**config.mk**
```make
export PLATFORM = sky130hd
export DESIGN_NAME = ivm_top
export DESIGN_NICKNAME = d
export VERILOG_FILES = /design/src/rtl/ivm_pkg.sv /design/src/rtl/ivm_cand_if.sv /design/src/rtl/ivm_prio_cell.sv /design/src/rtl/ivm_top.sv
export SDC_FILE = /design/constraint.sdc
export NUM_CORES = 1
export LEC_CHECK = 0
export BUFFER_PORTS_ARGS = -buffer_cell sky130_fd_sc_hd__clkbuf_2
export CAP_MARGIN = 10
export CELL_PAD_IN_SITES_DETAIL_PLACEMENT = 1
export CELL_PAD_IN_SITES_GLOBAL_PLACEMENT = 1
export CORE_ASPECT_RATIO = 1.75
export CORE_MARGIN = 2
export CORE_UTILIZATION = 54
export CTS_CLUSTER_SIZE = 24
export DETAILED_ROUTE_END_ITERATION = 10
export PLACE_DENSITY_LB_ADDON = 0.2
export SLEW_MARGIN = 20
export SYNTH_ARGS = -nofsm -noshare
export SYNTH_HDL_FRONTEND = slang
export SYNTH_SLANG_ARGS = --single-unit
```
**constraint.sdc**
```tcl
create_clock -name mclk_i -period 17.1 [get_ports mclk_i]
set_clock_uncertainty 0.2 [all_clocks]
set_input_delay 1.71 -clock mclk_i [delete_from_list [all_inputs] [get_ports mclk_i]]
set_output_delay 1.71 -clock mclk_i [all_outputs]
set_load 0.1 [all_outputs]
```
**src/rtl/ivm_pkg.sv**
```systemverilog
// Constants for the interrupt vector mapping block
package ivm_pkg;
   localparam int NUM_IRQ = 64;
   localparam int REQ_W   = 6;
   localparam int DATA_W  = 16;
   localparam int ADDR_W  = 6;
   localparam int LEVEL_W = 3;
   localparam int VEC_W   = 8;
   localparam int IVT_W   = 24;

   // Vector numbering and table base
   localparam logic [VEC_W-1:0] VEC_BASE = 8'h08;
   localparam logic [IVT_W-1:0] IVT_BASE = 24'h000014;

   // Register offsets, word index on the plain port
   localparam logic [ADDR_W-1:0] FLAG_OFS = 6'h00;
   localparam logic [ADDR_W-1:0] SET_OFS  = 6'h04;
   localparam logic [ADDR_W-1:0] CLR_OFS  = 6'h08;
   localparam logic [ADDR_W-1:0] EN_OFS   = 6'h0c;
   localparam logic [ADDR_W-1:0] PRIO_OFS = 6'h10;
   localparam logic [ADDR_W-1:0] VEC_OFS  = 6'h20;

   // Reset values
   localparam logic [LEVEL_W-1:0] PRIO_RESET = 3'h4;
   localparam logic [DATA_W-1:0]  RD_IDLE    = 16'h0000;

   // Priority field pitch inside a priority word, and flag bits per word
   localparam int PRIO_PITCH = 4;
   localparam int FLAG_BITS  = 16;

   // Reserved request numbers and the optional CAN and PWM request numbers
   localparam logic [NUM_IRQ-1:0] RESERVED_MASK = 64'hfdf9_ff80_00e0_8000;
   localparam logic [NUM_IRQ-1:0] CAN_MASK      = 64'h0000_000c_0000_0000;
   localparam logic [NUM_IRQ-1:0] PWM_MASK      = 64'h0200_0000_0000_0000;

   // Request numbers of each source group
   localparam int REQ_EXT_PIN [3]   = '{0, 20, 29};
   localparam int REQ_CAPTURE [4]   = '{1, 5, 37, 38};
   localparam int REQ_COMPARE [4]   = '{2, 6, 25, 26};
   localparam int REQ_TIMER [5]     = '{3, 7, 8, 27, 28};
   localparam int REQ_DMA [4]       = '{4, 14, 24, 36};
   localparam int REQ_SER_ERR [2]   = '{9, 32};
   localparam int REQ_SER_DONE [2]  = '{10, 33};
   localparam int REQ_UART_RX [2]   = '{11, 30};
   localparam int REQ_UART_TX [2]   = '{12, 31};
   localparam int REQ_I2C_SLV [2]   = '{16, 49};
   localparam int REQ_I2C_MST [2]   = '{17, 50};
   localparam int REQ_CONVERTER     = 13;
   localparam int REQ_COMPARATOR    = 18;
   localparam int REQ_PIN_CHANGE    = 19;
   localparam int REQ_CAN_RX        = 34;
   localparam int REQ_CAN_EVENT     = 35;
   localparam int REQ_PWM_MATCH     = 57;
endpackage

```
**src/rtl/ivm_cand_if.sv**
```systemverilog
// Candidate carried between arbitration cells
`timescale 1ns/1ps
interface ivm_cand_if;
   logic                         valid;
   logic [ivm_pkg::LEVEL_W-1:0]  level;
   logic [ivm_pkg::REQ_W-1:0]    num;
   modport src (output valid, output level, output num);
   modport dst (input valid, input level, input num);
endinterface

```
**src/rtl/ivm_prio_cell.sv**
```systemverilog
// One two-way arbitration cell of the priority tree
`timescale 1ns/1ps
module ivm_prio_cell (
   ivm_cand_if.dst lo_i,
   ivm_cand_if.dst hi_i,
   ivm_cand_if.src win_o
);
   logic take_lo;

   // Higher level wins, equal level keeps the lower number
   assign take_lo = lo_i.valid && (!hi_i.valid || (lo_i.level >= hi_i.level));

   assign win_o.valid = lo_i.valid | hi_i.valid;
   assign win_o.level = take_lo ? lo_i.level : hi_i.level;
   assign win_o.num   = take_lo ? lo_i.num : hi_i.num;
endmodule

```
**src/rtl/ivm_top.sv**
```systemverilog
// Interrupt vector mapping: flags, enables, priorities and vector selection
`timescale 1ns/1ps
module ivm_top #(
   parameter bit HAS_CAN = 1'b1,
   parameter bit HAS_PWM = 1'b1
) (
   input  wire logic                          mclk_i,
   input  wire logic                          rst_i,
   input  wire logic [ivm_pkg::ADDR_W-1:0]    reg_addr_i,
   input  wire logic [ivm_pkg::DATA_W-1:0]    reg_wdata_i,
   input  wire logic                          reg_wr_i,
   input  wire logic                          reg_rd_i,
   output logic      [ivm_pkg::DATA_W-1:0]    reg_rdata_o,
   input  wire logic [2:0]                    ext_pin_irq_i,
   input  wire logic [3:0]                    capture_unit_i,
   input  wire logic [3:0]                    compare_unit_i,
   input  wire logic [4:0]                    timer_i,
   input  wire logic [3:0]                    dma_channel_done_i,
   input  wire logic [1:0]                    serial_port_error_i,
   input  wire logic [1:0]                    serial_port_done_i,
   input  wire logic [1:0]                    uart_receive_i,
   input  wire logic [1:0]                    uart_transmit_i,
   input  wire logic [1:0]                    i2c_slave_event_i,
   input  wire logic [1:0]                    i2c_master_event_i,
   input  wire logic                          converter_done_i,
   input  wire logic                          comparator_combined_event_i,
   input  wire logic                          pin_change_notice_i,
   input  wire logic                          can_receive_ready_i,
   input  wire logic                          can_event_i,
   input  wire logic                          pwm_special_match_i,
   output logic                               irq_o,
   output logic                               vec_valid_o,
   output logic      [ivm_pkg::REQ_W-1:0]     vec_req_o,
   output logic      [ivm_pkg::VEC_W-1:0]     vec_num_o,
   output logic      [ivm_pkg::IVT_W-1:0]     vec_addr_o,
   output logic      [ivm_pkg::LEVEL_W-1:0]   vec_level_o
);
   localparam int N  = ivm_pkg::NUM_IRQ;
   localparam int DW = ivm_pkg::DATA_W;
   localparam int FB = ivm_pkg::FLAG_BITS;
   localparam int PP = ivm_pkg::PRIO_PITCH;

   // Implemented request numbers for this variant
   localparam logic [N-1:0] IMPL = ~ivm_pkg::RESERVED_MASK
      & ~(HAS_CAN ? '0 : ivm_pkg::CAN_MASK)
      & ~(HAS_PWM ? '0 : ivm_pkg::PWM_MASK);

   logic [N-1:0]                     raw_req;
   logic [N-1:0]                     flag;
   logic [N-1:0]                     enable;
   logic [ivm_pkg::LEVEL_W-1:0]      prio [N];
   logic [N-1:0]                     sw_set;
   logic [N-1:0]                     sw_clr;
   logic [N-1:0]                     next_flag;
   logic [1:0]                       word_sel;
   logic [3:0]                       prio_sel;
   logic                             hit_flag;
   logic                             hit_set;
   logic                             hit_clr;
   logic                             hit_en;
   logic                             hit_prio;
   logic                             hit_vec;
   logic [DW-1:0]                    next_rdata;
   logic [ivm_pkg::VEC_W-1:0]        next_vec_num;
   logic [ivm_pkg::IVT_W-1:0]        next_vec_addr;

   // Source routing onto request numbers
   always_comb begin
      raw_req = '0;
      for (int i = 0; i < 3; i++) begin
         raw_req[ivm_pkg::REQ_EXT_PIN[i]] = ext_pin_irq_i[i];
      end
      for (int i = 0; i < 4; i++) begin
         raw_req[ivm_pkg::REQ_CAPTURE[i]] = capture_unit_i[i];
         raw_req[ivm_pkg::REQ_COMPARE[i]] = compare_unit_i[i];
         raw_req[ivm_pkg::REQ_DMA[i]]     = dma_channel_done_i[i];
      end
      for (int i = 0; i < 5; i++) begin
         raw_req[ivm_pkg::REQ_TIMER[i]] = timer_i[i];
      end
      for (int i = 0; i < 2; i++) begin
         raw_req[ivm_pkg::REQ_SER_ERR[i]]  = serial_port_error_i[i];
         raw_req[ivm_pkg::REQ_SER_DONE[i]] = serial_port_done_i[i];
         raw_req[ivm_pkg::REQ_UART_RX[i]]  = uart_receive_i[i];
         raw_req[ivm_pkg::REQ_UART_TX[i]]  = uart_transmit_i[i];
         raw_req[ivm_pkg::REQ_I2C_SLV[i]]  = i2c_slave_event_i[i];
         raw_req[ivm_pkg::REQ_I2C_MST[i]]  = i2c_master_event_i[i];
      end
      raw_req[ivm_pkg::REQ_CONVERTER]  = converter_done_i;
      raw_req[ivm_pkg::REQ_COMPARATOR] = comparator_combined_event_i;
      raw_req[ivm_pkg::REQ_PIN_CHANGE] = pin_change_notice_i;
      raw_req[ivm_pkg::REQ_CAN_RX]     = can_receive_ready_i;
      raw_req[ivm_pkg::REQ_CAN_EVENT]  = can_event_i;
      raw_req[ivm_pkg::REQ_PWM_MATCH]  = pwm_special_match_i;
      raw_req = raw_req & IMPL;
   end

   // Address decode
   assign word_sel = reg_addr_i[1:0];
   assign prio_sel = reg_addr_i[3:0];
   assign hit_flag = (reg_addr_i[5:2] == ivm_pkg::FLAG_OFS[5:2]);
   assign hit_set  = (reg_addr_i[5:2] == ivm_pkg::SET_OFS[5:2]);
   assign hit_clr  = (reg_addr_i[5:2] == ivm_pkg::CLR_OFS[5:2]);
   assign hit_en   = (reg_addr_i[5:2] == ivm_pkg::EN_OFS[5:2]);
   assign hit_prio = (reg_addr_i[5:4] == ivm_pkg::PRIO_OFS[5:4]);
   assign hit_vec  = (reg_addr_i == ivm_pkg::VEC_OFS);

   // Software set and clear strobes, one word at a time
   always_comb begin
      sw_set = '0;
      sw_clr = '0;
      if (reg_wr_i && hit_set) begin
         sw_set[word_sel*FB +: FB] = reg_wdata_i;
      end
      if (reg_wr_i && hit_clr) begin
         sw_clr[word_sel*FB +: FB] = reg_wdata_i;
      end
   end

   // Hardware and software set win over a clear in the same cycle
   assign next_flag = ((flag & ~sw_clr) | raw_req | sw_set) & IMPL;

   // Sticky request flags
   always_ff @(posedge mclk_i or posedge rst_i) begin
      if (rst_i) begin
         flag <= '0;
      end else begin
         flag <= next_flag;
      end
   end

   // Enable words
   always_ff @(posedge mclk_i or posedge rst_i) begin
      if (rst_i) begin
         enable <= '0;
      end else if (reg_wr_i && hit_en) begin
         enable[word_sel*FB +: FB] <= reg_wdata_i & IMPL[word_sel*FB +: FB];
      end
   end

   // Priority fields, four per word
   always_ff @(posedge mclk_i or posedge rst_i) begin
      if (rst_i) begin
         for (int n = 0; n < N; n++) begin
            prio[n] <= IMPL[n] ? ivm_pkg::PRIO_RESET : '0;
         end
      end else if (reg_wr_i && hit_prio) begin
         for (int f = 0; f < PP; f++) begin
            if (IMPL[prio_sel*PP+f]) begin
               prio[prio_sel*PP+f] <= reg_wdata_i[f*PP +: ivm_pkg::LEVEL_W];
            end
         end
      end
   end

   // Read data mux
   always_comb begin
      next_rdata = ivm_pkg::RD_IDLE;
      if (hit_flag) begin
         next_rdata = flag[word_sel*FB +: FB];
      end else if (hit_en) begin
         next_rdata = enable[word_sel*FB +: FB];
      end else if (hit_prio) begin
         for (int f = 0; f < PP; f++) begin
            next_rdata[f*PP +: ivm_pkg::LEVEL_W] = prio[prio_sel*PP+f];
         end
      end else if (hit_vec) begin
         next_rdata = {vec_valid_o, 4'h0, vec_level_o, 2'h0, vec_req_o};
      end
   end

   // Read data valid in the cycle after the read strobe
   always_ff @(posedge mclk_i or posedge rst_i) begin
      if (rst_i) begin
         reg_rdata_o <= ivm_pkg::RD_IDLE;
      end else if (reg_rd_i) begin
         reg_rdata_o <= next_rdata;
      end else begin
         reg_rdata_o <= ivm_pkg::RD_IDLE;
      end
   end

   // Priority tree, leaves at 64..127, root at 1
   ivm_cand_if node [2*N] ();

   genvar g;
   generate
      for (g = 0; g < N; g++) begin : g_leaf
         assign node[N+g].valid = flag[g] & enable[g];
         assign node[N+g].level = prio[g];
         assign node[N+g].num   = ivm_pkg::REQ_W'(g);
      end
      for (g = 1; g < N; g++) begin : g_cell
         ivm_prio_cell u_cell (
            .lo_i  (node[2*g]),
            .hi_i  (node[2*g+1]),
            .win_o (node[g])
         );
      end
      assign node[0].valid = 1'b0;
      assign node[0].level = '0;
      assign node[0].num   = '0;
   endgenerate

   // Vector number and table address of the winner
   assign next_vec_num  = ivm_pkg::VEC_BASE + ivm_pkg::VEC_W'(node[1].num);
   assign next_vec_addr = ivm_pkg::IVT_BASE + {17'h00000, node[1].num, 1'b0};

   // Registered vector presented to the core
   always_ff @(posedge mclk_i or posedge rst_i) begin
      if (rst_i) begin
         vec_valid_o <= 1'b0;
         vec_req_o   <= '0;
         vec_num_o   <= '0;
         vec_addr_o  <= '0;
         vec_level_o <= '0;
      end else begin
         vec_valid_o <= node[1].valid;
         vec_req_o   <= node[1].num;
         vec_num_o   <= next_vec_num;
         vec_addr_o  <= next_vec_addr;
         vec_level_o <= node[1].level;
      end
   end

   // Level interrupt while any enabled flag is set
   always_ff @(posedge mclk_i or posedge rst_i) begin
      if (rst_i) begin
         irq_o <= 1'b0;
      end else begin
         irq_o <= |(flag & enable);
      end
   end
endmodule

```
# Yosys cells after proc, flatten, opt, wreduce, memory -nomap -nowiden
# Memory sizes are Yosys's and may differ from the RTL's.
# Cells that the tools add are included.
# word_totals
register_bits	336
romBits	208
inputBits	64
output_inout_bits	59
wordCells	488
n_memories	4
# mem_list
name	depth	width	rd	rd_clocked_by_memory_dff	wr	line	text
(no name shown)	64	1	1	0	0	ivm_top.sv:149	if (IMPL[prio_sel*PP+f]) begin
(no name shown)	64	1	1	0	0	ivm_top.sv:149	
(no name shown)	64	1	1	0	0	ivm_top.sv:149	
(no name shown)	16	1	1	0	0	ivm_top.sv:149	
# classes
n_addsub	6
magnitude_cmp	49
n_eq_ne	5
shift	6
n_mux	138
n_bitwise	86
n_reduce_logical	121
# ops
cell	n
$mux 192	7
$bwmux 192	4
$mux 3	61
$mux 6	23
$ge 33x7->1 const B	4
$lt 33x1->1 const B	4
$shiftx 64x7->16	2
$and 58x58->58	2
$mux 58	2
$or 58x58->58	2
$ge 3x3->1	37
$not 7->33	3
$lt 32x7->1 const B	3
$bmux 3 s6	4
$demux 3 s6	4
$and 58x64->64	1
$bwmux 64	1
$mux 16	4
$reduce_or 64->1	1
$shift 16x34->64 const A	1
$shiftx 16x34->64	1
$shiftx 64x7->16 const A	1
$not 58->58	1
$shiftx 16x34->58	1
other kinds (20)	237

# Depth between registers and ports, before layout
# Gate-level depths: netlist of run 1.
# depth
depth_word	26
depth_mapped	47
ltp_nobuf	47

# Hierarchy
# A second synthesis of run 1 with hierarchy kept.
# unflattened
cells_unflattened	2586
hier_area_um2	27940.5
# by_module_without_submodules
module	instances	cells_each	area_per_inst_um2	seq_area_each_um2
ivm_top	1	1200	15564.9	8330.5
ivm_prio_cell	63	22	196.4	0.0

# Least setup slack after synthesis of run 1
# Ideal clock, no wire load.
# synth_timing
kind	reg2reg
start	reg prio, in the netlist node[75].level[0]
end	reg vec_addr_o[6] (netlist name)
setup_ns	0.080
t_arrival_ns	9.223
required_time_ns	16.820
path_slack_ns	7.598
path_stages_with_launch	44
path_buffers	0
period_less_slack_ns	9.502
path_cell_list	dfrtp_1 > ha_1 > nand2b_1 > a2111oi_0 > nor2_1 > mux2i_1 > inv_1 > ha_1 > nor3b_1 > nor2_1 > o31ai_2 > mux2i_1 > inv_1 > ha_1 > nor2b_1 > a211oi_1 > a2111oi_0 > or2_1 > [... 8 more ...] > o31a_1 > mux2_2 > ha_1 > nand2b_1 > a21oi_1 > and2b_2 > o31ai_1 > mux2_4 > ha_1 > a21oi_1 > a21oi_2 > inv_2 > nor2_1 > a31oi_1 > and2_1 > ha_1 > a21oi_1 > xnor2_1
# synth_between
elab_chain_len	25
elab_cells_between_ends	30
cone_classes	1 x add/sub; 6 x order compare; 11 x mux; 12 x reduce/logical
# synth_lines
item	line	text
start: declaration	ivm_top.sv:51	logic [ivm_pkg::LEVEL_W-1:0] prio [N];
start signal: indexed assignment	ivm_top.sv:145	prio[n] <= IMPL[n] ? ivm_pkg::PRIO_RESET : '0;
start signal: indexed assignment	ivm_top.sv:150	prio[prio_sel*PP+f] <= reg_wdata_i[f*PP +: ivm_pkg::LEVEL_W];
$ge 3x3->1	ivm_prio_cell.sv:11	assign take_lo = lo_i.valid && (!hi_i.valid || (lo_i.level >= hi_i.level));
$logic_or 1x1->1	ivm_prio_cell.sv:11	
$logic_and 1x1->1	ivm_prio_cell.sv:11	
$mux 3 *	ivm_prio_cell.sv:14	assign win_o.level = take_lo ? lo_i.level : hi_i.level;
$ge 3x3->1	ivm_prio_cell.sv:11	
$logic_or 1x1->1	ivm_prio_cell.sv:11	
$logic_and 1x1->1	ivm_prio_cell.sv:11	
$mux 3 *	ivm_prio_cell.sv:14	
[... 11 more ...]	-	
$mux 3	ivm_prio_cell.sv:14	
$ge 3x3->1	ivm_prio_cell.sv:11	
$logic_or 1x1->1	ivm_prio_cell.sv:11	
$logic_and 1x1->1	ivm_prio_cell.sv:11	
$mux 6 *	ivm_prio_cell.sv:15	assign win_o.num = take_lo ? lo_i.num : hi_i.num;
via g_cell[1].u_cell.win_o.num[5]	ivm_cand_if.sv:7	modport src (output valid, output level, output num);
$add 5x7->8 *	ivm_top.sv:207	assign next_vec_addr = ivm_pkg::IVT_BASE + {17'h00000, node[1].num, 1'b0};
via next_vec_addr (one bit)	ivm_top.sv:65	logic [ivm_pkg::IVT_W-1:0] next_vec_addr;
end signal: assignment	ivm_top.sv:221	vec_addr_o <= next_vec_addr;
end: declaration	ivm_top.sv:35	output logic [ivm_pkg::IVT_W-1:0] vec_addr_o,
# Mark *: on every way through the listed nets, which the timed path passes. The rest lies on a longest branch.
# A chain may end at the register's enable or synchronous reset.

# Worst setup path in the final report of run 1
# layout_timing
start	reg prio, in the netlist node[67].level[0]
end	reg vec_addr_o[6] (netlist name)
# Same word-level chain as after synthesis.

==> impl_table.tex, run 1 <==
\begin{tabular}{lr}
\hline
Metric & Value \\
\hline
\multicolumn{2}{l}{\textbf{Status}} \\
\quad Result of the run & finished clean \\
\multicolumn{2}{l}{\textbf{STA}} \\
\quad Final-layout setup total negative slack & 0 ns \\
\quad Worst slew pin tran & around 1.2 ns \\
\quad Final number of setup-violating endpoints & 0 \\
\quad Setup repair after global routing missed its margin & false \\
\quad Number of endpoints with negative hold slack in the final report & 0 \\
\quad Minimum period implied by the final worst setup slack & $\sim$12 ns \\
\quad Share of the cycle needed by the critical path after routing & 0.683 \\
\quad Final count of pins violating max slew & 0 \\
\quad Fmax achieved & $\sim$86 MHz \\
\quad Worst Hold Slack & approximately 0.17 ns \\
\quad Max-slew headroom & 0.177 \\
\multicolumn{2}{l}{\textbf{Clock tree}} \\
\quad H-Tree Depth & 2 \\
\quad TritonCTS clock tree & done \\
\quad Total of hold buffers inserted after clock tree synthesis & 0 \\
\quad Maximum buffer depth of the clock tree & 3 \\
\quad Number of clock buffers inserted by TritonCTS & 35 \\
\quad Number of sinks on the clock net & between 300 and 400 \\
\quad CTS clk-pin slew, worst paths & roughly 0.060 ns \\
\quad Post CTS Setup Buffer Count & 0 \\
\quad Clock Latency Late Sink & 0.56 ns \\
\quad CTS-repair resized insts & 0 \\
\quad Root cell of the clock tree & sky130\_fd\_sc\_hd\_\_clkbuf\_16 \\
\multicolumn{2}{l}{\textbf{Setup path}} \\
\quad Data arrival, critical path & roughly 12 ns \\
\quad Cell class contributing the biggest share of worst-path delay & compound AO/OA/AOI/OAI gates \\
\quad Critical Path Max Stage Delay & 0.77 ns \\
\quad Buffers \& Inverters on Critical Path & 3 \\
\quad Setup Crit Path Kind & reg -> reg \\
\quad CP required & about 17 ns \\
\quad Cell with the biggest individual delay on the critical path & sky130\_fd\_sc\_hd\_\_o31ai\_1 \\
\quad Element type at the critical path end & flip-flop \\
\quad Biggest fanout along the worst timing path & 10 \\
\quad Nature of the critical path startpoint & flip-flop \\
\quad Critical Path Most Common Cell & sky130\_fd\_sc\_hd\_\_ha\_1 \\
\multicolumn{2}{l}{\textbf{Floorplanning}} \\
\quad Initial core utilization & 0.544 \\
\quad Number of I/O pins & between 100 and 150 \\
\quad Die boundary height & about 260 um \\
\quad Num rows & 94 \\
\quad Die extent in x & 151 um \\
\quad Die area & slightly below 40000 sq um \\
\quad Floorplan Core Area & $\sim$37000 sq um \\
\multicolumn{2}{l}{\textbf{Routing}} \\
\quad Met3 wire length & approximately 4400 um \\
\quad Vias per inst & between 6 and 7 \\
\quad Sum of routed wire length over all layers & 77700 um \\
\quad Met1 layer wirelength in the final routing & 26100 um \\
\quad Post-DR wirelength/cell & around 32 um \\
\quad Highest Signal Layer & met5 \\
\quad Drc violations & 0 \\
\quad DR iter-0 viols & 1238 \\
\quad Antenna Nets Post-Route & 0 \\
\quad Routed length on met2 & 39200 um \\
\quad First-pass iteration count of the detailed router & 6 \\
\quad Total number of vias & between 15000 and 20000 \\
\multicolumn{2}{l}{\textbf{Synthesis}} \\
\quad Count of warnings emitted by yosys & 0 \\
\quad Multiplexer share of the synthesized area & 0.217 \\
\quad Post-synthesis xor/xnor area fraction & 0.00129 \\
\quad Sequential cell area fraction in the yosys report & 0.410 \\
\quad Cells after Synth & between 1500 and 2000 \\
\quad Synth Cell Area & between 20000 and 25000 sq um \\
\quad Top cells by area, synth & sky130\_fd\_sc\_hd\_\_dfrtp\_1 36\%, sky130\_fd\_sc\_hd\_\_mux2\_2 8.8\%, sky130\_fd\_sc\_hd\_\_mux4\_2 8.6\%, sky130\_fd\_sc\_hd\_\_ha\_1 6.9\%, sky130\_fd\_sc\_hd\_\_dfstp\_2 4.9\% \\
\quad Dominant combinational cell family by area after synthesis & multiplexers \\
\quad Cell taking the most area after synthesis & sky130\_fd\_sc\_hd\_\_dfrtp\_1 \\
\quad Compound-gate portion of the synthesized area & 0.149 \\
\quad Post-synthesis average cell area & between 10 and 15 sq um \\
\quad Synthesized flop and latch total & 331 \\
\quad Most instantiated flip-flop cell in the synthesis netlist & sky130\_fd\_sc\_hd\_\_dfrtp\_1 \\
\quad Share of flip-flops with an asynchronous set or reset after synthesis & 1.00 \\
\quad Adder-Cell Fraction of Synth Area & 0.0695 \\
\quad Count of flip-flops with a built-in enable after synthesis & 0 \\
\quad Post-synthesis share of cell area spent on and, or, nand and nor gates & 0.107 \\
\quad Area share of the largest cell type after synthesis & 0.361 \\
\quad Cell variety after synth & around 110 \\
\multicolumn{2}{l}{\textbf{Final layout}} \\
\quad Final design utilization & 0.597 \\
\quad Fin nets & between 2000 and 2500 \\
\quad Post-route non-filler standard cell count & around 2400 \\
\quad Area added between synthesis and finish & 9.85\% \\
\quad Final design area excluding fillers & around 22000 sq um \\
\quad Share of cells above drive strength 1 & 0.273 \\
\quad Filler instances & approximately 3900 \\
\multicolumn{2}{l}{\textbf{Placement}} \\
\quad Port Buf Inserts & 104 \\
\quad Final HPWL from detailed placement & a little under 60000 um \\
\quad Routability-driven placement congestion ratio & approximately 0.98 \\
\quad Cells after DPL & approximately 2300 \\
\quad Post-detailed-placement cell area & between 20000 and 25000 sq um \\
\multicolumn{2}{l}{\textbf{Power}} \\
\quad P\_leak & a little over 10 nW \\
\quad Maximum vdd ir drop & roughly 0.0001 V \\
\quad Power per cell area & $\sim$110 nW/um\^{}2 \\
\multicolumn{2}{l}{\textbf{Global route}} \\
\quad Largest net degree at the start of global routing & roughly 110 \\
\quad Global Route Usage Sum & 0.405 \\
\quad Number of global-route vias before repair & $\sim$18000 \\
\quad First-pass GRT wire length & 115000 um \\
\quad Total overflow reported by the global router & 0 \\
\quad Antenna violations before repair & 5 \\
\multicolumn{2}{l}{\textbf{Min path}} \\
\quad Classification of the worst-slack hold path & reg -> reg \\
\multicolumn{2}{l}{\textbf{Flow run}} \\
\quad Max-capacitance violation count & 0 \\
\hline
\end{tabular}
[cells in the mapped netlist, types with 15 or more instances]
cell	instances
sky130_fd_sc_hd__nand3_1	22
sky130_fd_sc_hd__a22o_1	25
sky130_fd_sc_hd__a221o_1	24
sky130_fd_sc_hd__mux2i_1	77
sky130_fd_sc_hd__o31ai_1	17
sky130_fd_sc_hd__ha_1	112
sky130_fd_sc_hd__dfstp_2	38
sky130_fd_sc_hd__buf_4	22
sky130_fd_sc_hd__inv_1	90
sky130_fd_sc_hd__a21o_1	15
sky130_fd_sc_hd__nand2b_1	29
sky130_fd_sc_hd__mux2_2	158
sky130_fd_sc_hd__a21oi_1	53
sky130_fd_sc_hd__nor2_1	65
sky130_fd_sc_hd__a31oi_1	19
sky130_fd_sc_hd__and2_1	19
sky130_fd_sc_hd__nand2_1	230
sky130_fd_sc_hd__dfrtp_1	293
sky130_fd_sc_hd__nor2b_1	24
sky130_fd_sc_hd__clkbuf_1	95
sky130_fd_sc_hd__o21ai_0	85
sky130_fd_sc_hd__a22oi_1	17
sky130_fd_sc_hd__mux4_2	78
[worst register-to-register path: cells and delay by family (launching register included)]
family	cells	cell delay (ns)
adder cells (fa/ha/maj)	7	1.98
buffers and inverters	3	0.40
AND/OR/NAND/NOR	12	1.96
XOR/XNOR	1	0.14
flip-flops	1	0.43
multiplexers	3	1.30
AO/OA/AOI/OAI	17	5.16
[worst paths after layout]
kind                                                 from                        endpoint  slack [ns]  cells past startpoint
max in group asynchronous                           rst_i   node[72].level[1]$_DFFE_PP0P_       13.25                      4
max reg2reg                 node[67].level[0]$_DFFE_PP0P_         vec_addr_o[6]$_DFF_PP0_        5.42                     43
min reg2reg                node[124].level[0]$_DFFE_PP0P_  node[124].level[0]$_DFFE_PP0P_        0.17                      0
min                        node[124].level[0]$_DFFE_PP0P_  node[124].level[0]$_DFFE_PP0P_        0.17                      0
min in group asynchronous                           rst_i        vec_level_o[0]$_DFF_PP0_        1.09                      2
max                         node[67].level[0]$_DFFE_PP0P_         vec_addr_o[6]$_DFF_PP0_        5.42                     43
[through the flow]
step,setup WS (ns),power (mW)
2_1_floorplan,6.08,1.47
3_3_place_gp,5.82,1.66
3_5_place_dp,5.61,1.69
4_1_cts,5.54,2.55
5_1_grt,4.57,2.63
6_report,5.42,2.56
[registers in the layout, indices dropped and copies added (netlist names)]
register and count:
node.level 192, enable 64, flag 38, reg_rdata_o 16, vec_num_o 7, vec_addr_o 6
vec_level_o 3, vec_req_o 3, irq_o 1, vec_valid_o 1
[layer usage]
metal  up-vias  global-route usage
met5         -                   0
met4         4               0.333
met3       313              0.0729
met2       680               0.689
met1      8353               0.432
li1       6837                   -
[cells in the final DEF (no fill, tap or decap), drive strengths merged, types with 20 or more instances in the layout]
cell    count
o31ai      20
nand3      22
mux2i      78
clkbuf    150
ha        112
and2       23
a221o      25
o21ai      91
dfrtp     293
a21oi      57
mux4       78
nor2       68
a22oi      20
nand2b     31
a31oi      21
nand2     235
dfstp      38
mux2      164
inv        93
nor2b      24
a22o       25
[power breakdown]
group          total, mW  internal [mW]  switching (mW)  leakage [nW]
sequential         0.950          0.860          0.0898          4.15
combinational      0.741          0.214           0.527          5.31
clock              0.865          0.517           0.347         0.614
total               2.56           1.59           0.964          10.1
[logic make-up after synthesis]
kind of cell    Yosys count
compound gates          391
simple gates            458
mux                     320
xor+xnor                  3
fa+ha+maj               113
other cells               1
buf+inv                 228
flops                   331
[cell type report]
type,instances,area (sq um),area share
Antenna cell,2,5.00,0.000224
Clock buffer,48,996,0.0446
Clock inverter,16,278,0.0124
Inverter,92,353,0.0158
Multi-Input combinational cell,1303,11100,0.498
Sequential cell,331,8330,0.373
Tap cell,480,601,0.0269
Timing Repair Buffer,119,642,0.0287
(Power assumes the default switching activity.)
==> run 2, diff against run 1 <==
Settings changed: ABC_AREA set to 1, CORE_UTILIZATION 54 to 42.
Clock period 17.1 ns to 9.9 ns, I/O delays scaled along.
==> run 2 against run 1 <==
Worst setup slack lost 4.9 ns. Synthesized cell count grew 33%. Sequential cell count is the same. Register-to-register slack lost 4.9 ns. Routed wire length grew 11%. Final cell count grew 30%. Maximum frequency grew 25%. Core utilization shrank 12 points. Sequential share of layout area grew 1.3 points. Non-clock buffer count grew 16. Die area grew 21%.
==> impl_table.tex, run 2 <==
\begin{tabular}{lr}
\hline
Metric & Value \\
\hline
\multicolumn{2}{l}{\textbf{Status}} \\
\quad Result of the run & finished clean \\
\multicolumn{2}{l}{\textbf{Floorplanning}} \\
\quad Die extent in x & roughly 170 um \\
\quad Die boundary height & around 290 um \\
\quad Num rows & $\sim$100 \\
\quad Number of I/O pins & 123 \\
\quad Floorplan Core Area & about 45000 sq um \\
\quad Initial core utilization & 0.426 \\
\quad Die area & roughly 48000 sq um \\
\multicolumn{2}{l}{\textbf{Final layout}} \\
\quad Area added between synthesis and finish & 11.8\% \\
\quad Fin nets & 2686 \\
\quad Number of flip-flops in the largest register & about 190 \\
\quad Highest-count cells in the layout ignoring fill and taps & 586 x sky130\_fd\_sc\_hd\_\_nand2\_1, 319 x sky130\_fd\_sc\_hd\_\_o21ai\_0, 293 x sky130\_fd\_sc\_hd\_\_dfrtp\_1 \\
\quad Commonest non-fill, non-tap cell in the layout & sky130\_fd\_sc\_hd\_\_nand2\_1 \\
\quad Post-route non-filler standard cell count & roughly 3100 \\
\quad Share of cells above drive strength 1 & 0.113 \\
\multicolumn{2}{l}{\textbf{Setup path}} \\
\quad CP required & 10.13 ns \\
\quad Data arrival, critical path & roughly 9.6 ns \\
\quad Element type at the critical path end & flip-flop \\
\quad Cell with the biggest individual delay on the critical path & sky130\_fd\_sc\_hd\_\_o311ai\_0 \\
\quad Biggest fanout along the worst timing path & 15 \\
\quad Setup Crit Path Kind & reg -> reg \\
\quad Critical Path Max Stage Delay & 0.82 ns \\
\quad Critical Path Most Common Cell & sky130\_fd\_sc\_hd\_\_o21ai\_0 \\
\quad R2r setup slk & 0.54 ns \\
\quad End of the worst register-to-register path & vec\_addr\_o[6]\$\_DFF\_PP0\_ \\
\quad FF-to-FF path depth & 35 \\
\quad Worst flop-to-flop path startpoint & node[99].level[2]\$\_DFFE\_PP1P\_ \\
\quad Crit path capture & vec\_addr\_o[6]\$\_DFF\_PP0\_ \\
\quad CP startpoint & node[99].level[2]\$\_DFFE\_PP1P\_ \\
\quad Nature of the critical path startpoint & flip-flop \\
\multicolumn{2}{l}{\textbf{Routing}} \\
\quad First-pass iteration count of the detailed router & 6 \\
\quad Drc violations & 0 \\
\quad Post-DR wirelength/cell & 27.7 um \\
\quad Total number of vias & about 19000 \\
\quad Met3 wire length & $\sim$5200 um \\
\quad Highest Signal Layer & met4 \\
\quad Vias per inst & 6.04 \\
\quad Antenna Nets Post-Route & 0 \\
\quad Sum of routed wire length over all layers & 86400 um \\
\quad Routed length on met2 & between 40000 and 50000 um \\
\quad DR iter-0 viols & 1434 \\
\quad Met1 layer wirelength in the final routing & just over 30000 um \\
\multicolumn{2}{l}{\textbf{Power}} \\
\quad Clock share of power & 0.163 \\
\quad Sequential Power Share & 0.205 \\
\quad Maximum vdd ir drop & between 0.0005 and 0.0006 V \\
\quad P\_leak & about 9.9 nW \\
\quad Combinational share of power & 0.631 \\
\quad Power per cell area & between 400 and 500 nW/um\^{}2 \\
\quad Power, Total & approximately 9 mW \\
\quad Cell-internal power & around 4.2 mW \\
\quad Net Sw Power & between 4 and 5 mW \\
\quad Sw frac & 0.525 \\
\multicolumn{2}{l}{\textbf{Synthesis}} \\
\quad Count of warnings emitted by yosys & 0 \\
\quad Synthesized flop and latch total & 331 \\
\quad Top cells by area, synth & sky130\_fd\_sc\_hd\_\_dfrtp\_1 38\%, sky130\_fd\_sc\_hd\_\_nand2\_1 11\%, sky130\_fd\_sc\_hd\_\_o21ai\_0 8.3\%, sky130\_fd\_sc\_hd\_\_ha\_1 7.3\%, sky130\_fd\_sc\_hd\_\_inv\_1 5.2\% \\
\quad Synth Cell Area & roughly 19000 sq um \\
\quad Most instantiated flip-flop cell in the synthesis netlist & sky130\_fd\_sc\_hd\_\_dfrtp\_1 \\
\quad Most common cell in the synthesized netlist & sky130\_fd\_sc\_hd\_\_nand2\_1 \\
\quad Cell variety after synth & 54 \\
\quad Most frequent cells after synthesis & 587 x sky130\_fd\_sc\_hd\_\_nand2\_1, 320 x sky130\_fd\_sc\_hd\_\_o21ai\_0, 293 x sky130\_fd\_sc\_hd\_\_dfrtp\_1, 267 x sky130\_fd\_sc\_hd\_\_inv\_1, 127 x sky130\_fd\_sc\_hd\_\_nor2\_1 \\
\quad Cells after Synth & between 2000 and 2500 \\
\quad Area share of the largest cell type after synthesis & 0.380 \\
\quad Share of flip-flops with an asynchronous set or reset after synthesis & 1.00 \\
\quad Cell taking the most area after synthesis & sky130\_fd\_sc\_hd\_\_dfrtp\_1 \\
\quad Count of flip-flops with a built-in enable after synthesis & 0 \\
\quad Sequential cell area fraction in the yosys report & 0.432 \\
\quad Post-synthesis average cell area & approximately 7.9 sq um \\
\multicolumn{2}{l}{\textbf{Clock tree}} \\
\quad Clock Latency Late Sink & about 0.55 ns \\
\quad H-Tree Depth & 2 \\
\quad CTS clk-pin slew, worst paths & about 0.070 ns \\
\quad Maximum buffer depth of the clock tree & 3 \\
\quad TritonCTS clock tree & done \\
\quad Number of sinks on the clock net & between 300 and 400 \\
\quad Number of clock buffers inserted by TritonCTS & 36 \\
\quad Root cell of the clock tree & sky130\_fd\_sc\_hd\_\_clkbuf\_16 \\
\multicolumn{2}{l}{\textbf{STA}} \\
\quad Number of endpoints with negative hold slack in the final report & 0 \\
\quad Final count of pins violating max slew & 0 \\
\quad Worst Hold Slack & between 0.15 and 0.2 ns \\
\quad Share of the cycle needed by the critical path after routing & 0.945 \\
\quad Fmax achieved & 107 MHz \\
\quad Final-layout setup total negative slack & 0 ns \\
\quad Worst slew pin tran & between 1 and 1.5 ns \\
\quad Max-slew headroom & 0.246 \\
\quad Minimum period implied by the final worst setup slack & between 9 and 10 ns \\
\quad Setup repair after global routing missed its margin & false \\
\quad Final number of setup-violating endpoints & 0 \\
\multicolumn{2}{l}{\textbf{Global route}} \\
\quad Largest net degree at the start of global routing & between 150 and 200 \\
\quad Antenna violations before repair & 1 \\
\quad Number of global-route vias before repair & 19900 \\
\quad Total overflow reported by the global router & 0 \\
\quad First-pass GRT wire length & between 100000 and 150000 um \\
\quad Global Route Usage Sum & 0.359 \\
\multicolumn{2}{l}{\textbf{Placement}} \\
\quad Cells after DPL & roughly 3000 \\
\quad Routability-driven placement congestion ratio & 1.00 \\
\quad Port Buf Inserts & roughly 100 \\
\quad Final HPWL from detailed placement & between 60000 and 70000 um \\
\multicolumn{2}{l}{\textbf{Flow run}} \\
\quad Max-capacitance violation count & 0 \\
\multicolumn{2}{l}{\textbf{Min path}} \\
\quad Classification of the worst-slack hold path & reg -> reg \\
\hline
\end{tabular}
==> run 2: cell count changes in the layout (fill, tap and decap cells not counted), moves of 58 or more <==
cell	before	now
sky130_fd_sc_hd__a21oi_1	53	116
sky130_fd_sc_hd__o21ai_0	85	319
sky130_fd_sc_hd__mux2i_1	77	7
sky130_fd_sc_hd__mux2_2	158	1
sky130_fd_sc_hd__nand2_1	230	586
sky130_fd_sc_hd__nor2_1	65	123
sky130_fd_sc_hd__inv_1	89	266
sky130_fd_sc_hd__mux4_2	78	0
==> run 2: cell type report <==
type                       count  area (sq um)
clock inverter                13           188
multi-input combinational   1723          9430
tap                          577           722
timing repair buffer         135           766
antenna                        1          2.50
sequential                   331          8330
clock buffer                  52          1060
fill                        5543         23700
inverter                     283          1070
==> run 2: worst max-delay path: cells and delay by family (launching register included) <==
family | cells | cell delay [ns]
adder cells (fa/ha/maj) | 6 | 1.79
XOR/XNOR | 1 | 0.13
flip-flops | 1 | 0.54
AO/OA/AOI/OAI | 16 | 4.69
AND/OR/NAND/NOR | 5 | 0.91
buffers and inverters | 7 | 0.97
==> run 2: how the worst min path moves through the flow <==
| stage | from | to | cells past startpoint | slack (ns) |
|---|---|---|---|---|
| 6_report | node[120].level[0]$_DFFE_PP0P_ | node[120].level[0]$_DFFE_PP0P_ | 0 | 0.18 |
| 5_1_grt | node[87].level[1]$_DFFE_PP0P_ | node[87].level[1]$_DFFE_PP0P_ | 0 | 0.19 |
| 4_1_cts | node[120].level[0]$_DFFE_PP0P_ | node[120].level[0]$_DFFE_PP0P_ | 0 | 0.18 |
| 3_5_place_dp | node[87].level[1]$_DFFE_PP0P_ | node[87].level[1]$_DFFE_PP0P_ | 0 | 0.17 |
| 3_3_place_gp | node[87].level[2]$_DFFE_PP0P_ | node[87].level[2]$_DFFE_PP0P_ | 0 | 0.16 |
| 2_1_floorplan | node[87].level[1]$_DFFE_PP0P_ | node[87].level[1]$_DFFE_PP0P_ | 1 | 0.23 |
==> run 2: routing by layer <==
layer  up-vias  GRT usage
met5         -          0
met4         0      0.314
met3       302     0.0639
met2       781      0.612
met1      9315      0.384
li1       8419          -
==> run 2: cells by family (layout without fill, tap and decap cells) <==
kind of cell | Yosys count | after routing | synth area share
xor+xnor | 3 | 3 | 0.00136
fa+ha+maj | 112 | 112 | 0.0727
other cells | 1 | 19 | 0.000194
buf+inv | 419 | 483 | 0.0860
simple gates | 860 | 860 | 0.183
mux | 8 | 8 | 0.00422
flops | 331 | 331 | 0.432
compound gates | 722 | 722 | 0.221
==> run 2: what timing repair did <==
action                                  CTS  global route
hold buffers                              0             0
gates resized for setup                   1             6
endpoints found under the setup margin    1            15
cloned                                    0             0
setup buffers                             0             0
==> run 2: power by group through the flow <==
stage               logic [mW]  clock network [mW]  registers, mW
floorplan                 3.78                   0           2.05
global placement          4.78                   0           1.80
detailed placement        4.81                   0           1.79
CTS                       4.88                1.47           1.77
global route              6.19                1.52           1.83
finish                    5.61                1.45           1.82
==> run 2: stage by stage <==
step	utilization	cell area, sq um	setup WS [ns]
after floorplan	-	19300	1.94
after global placement	0.448	20300	0.459
after detailed placement	0.448	20300	0.0750
after CTS	0.476	21500	0.203
after global routing	0.477	21600	0.0542
final	0.477	21600	0.541
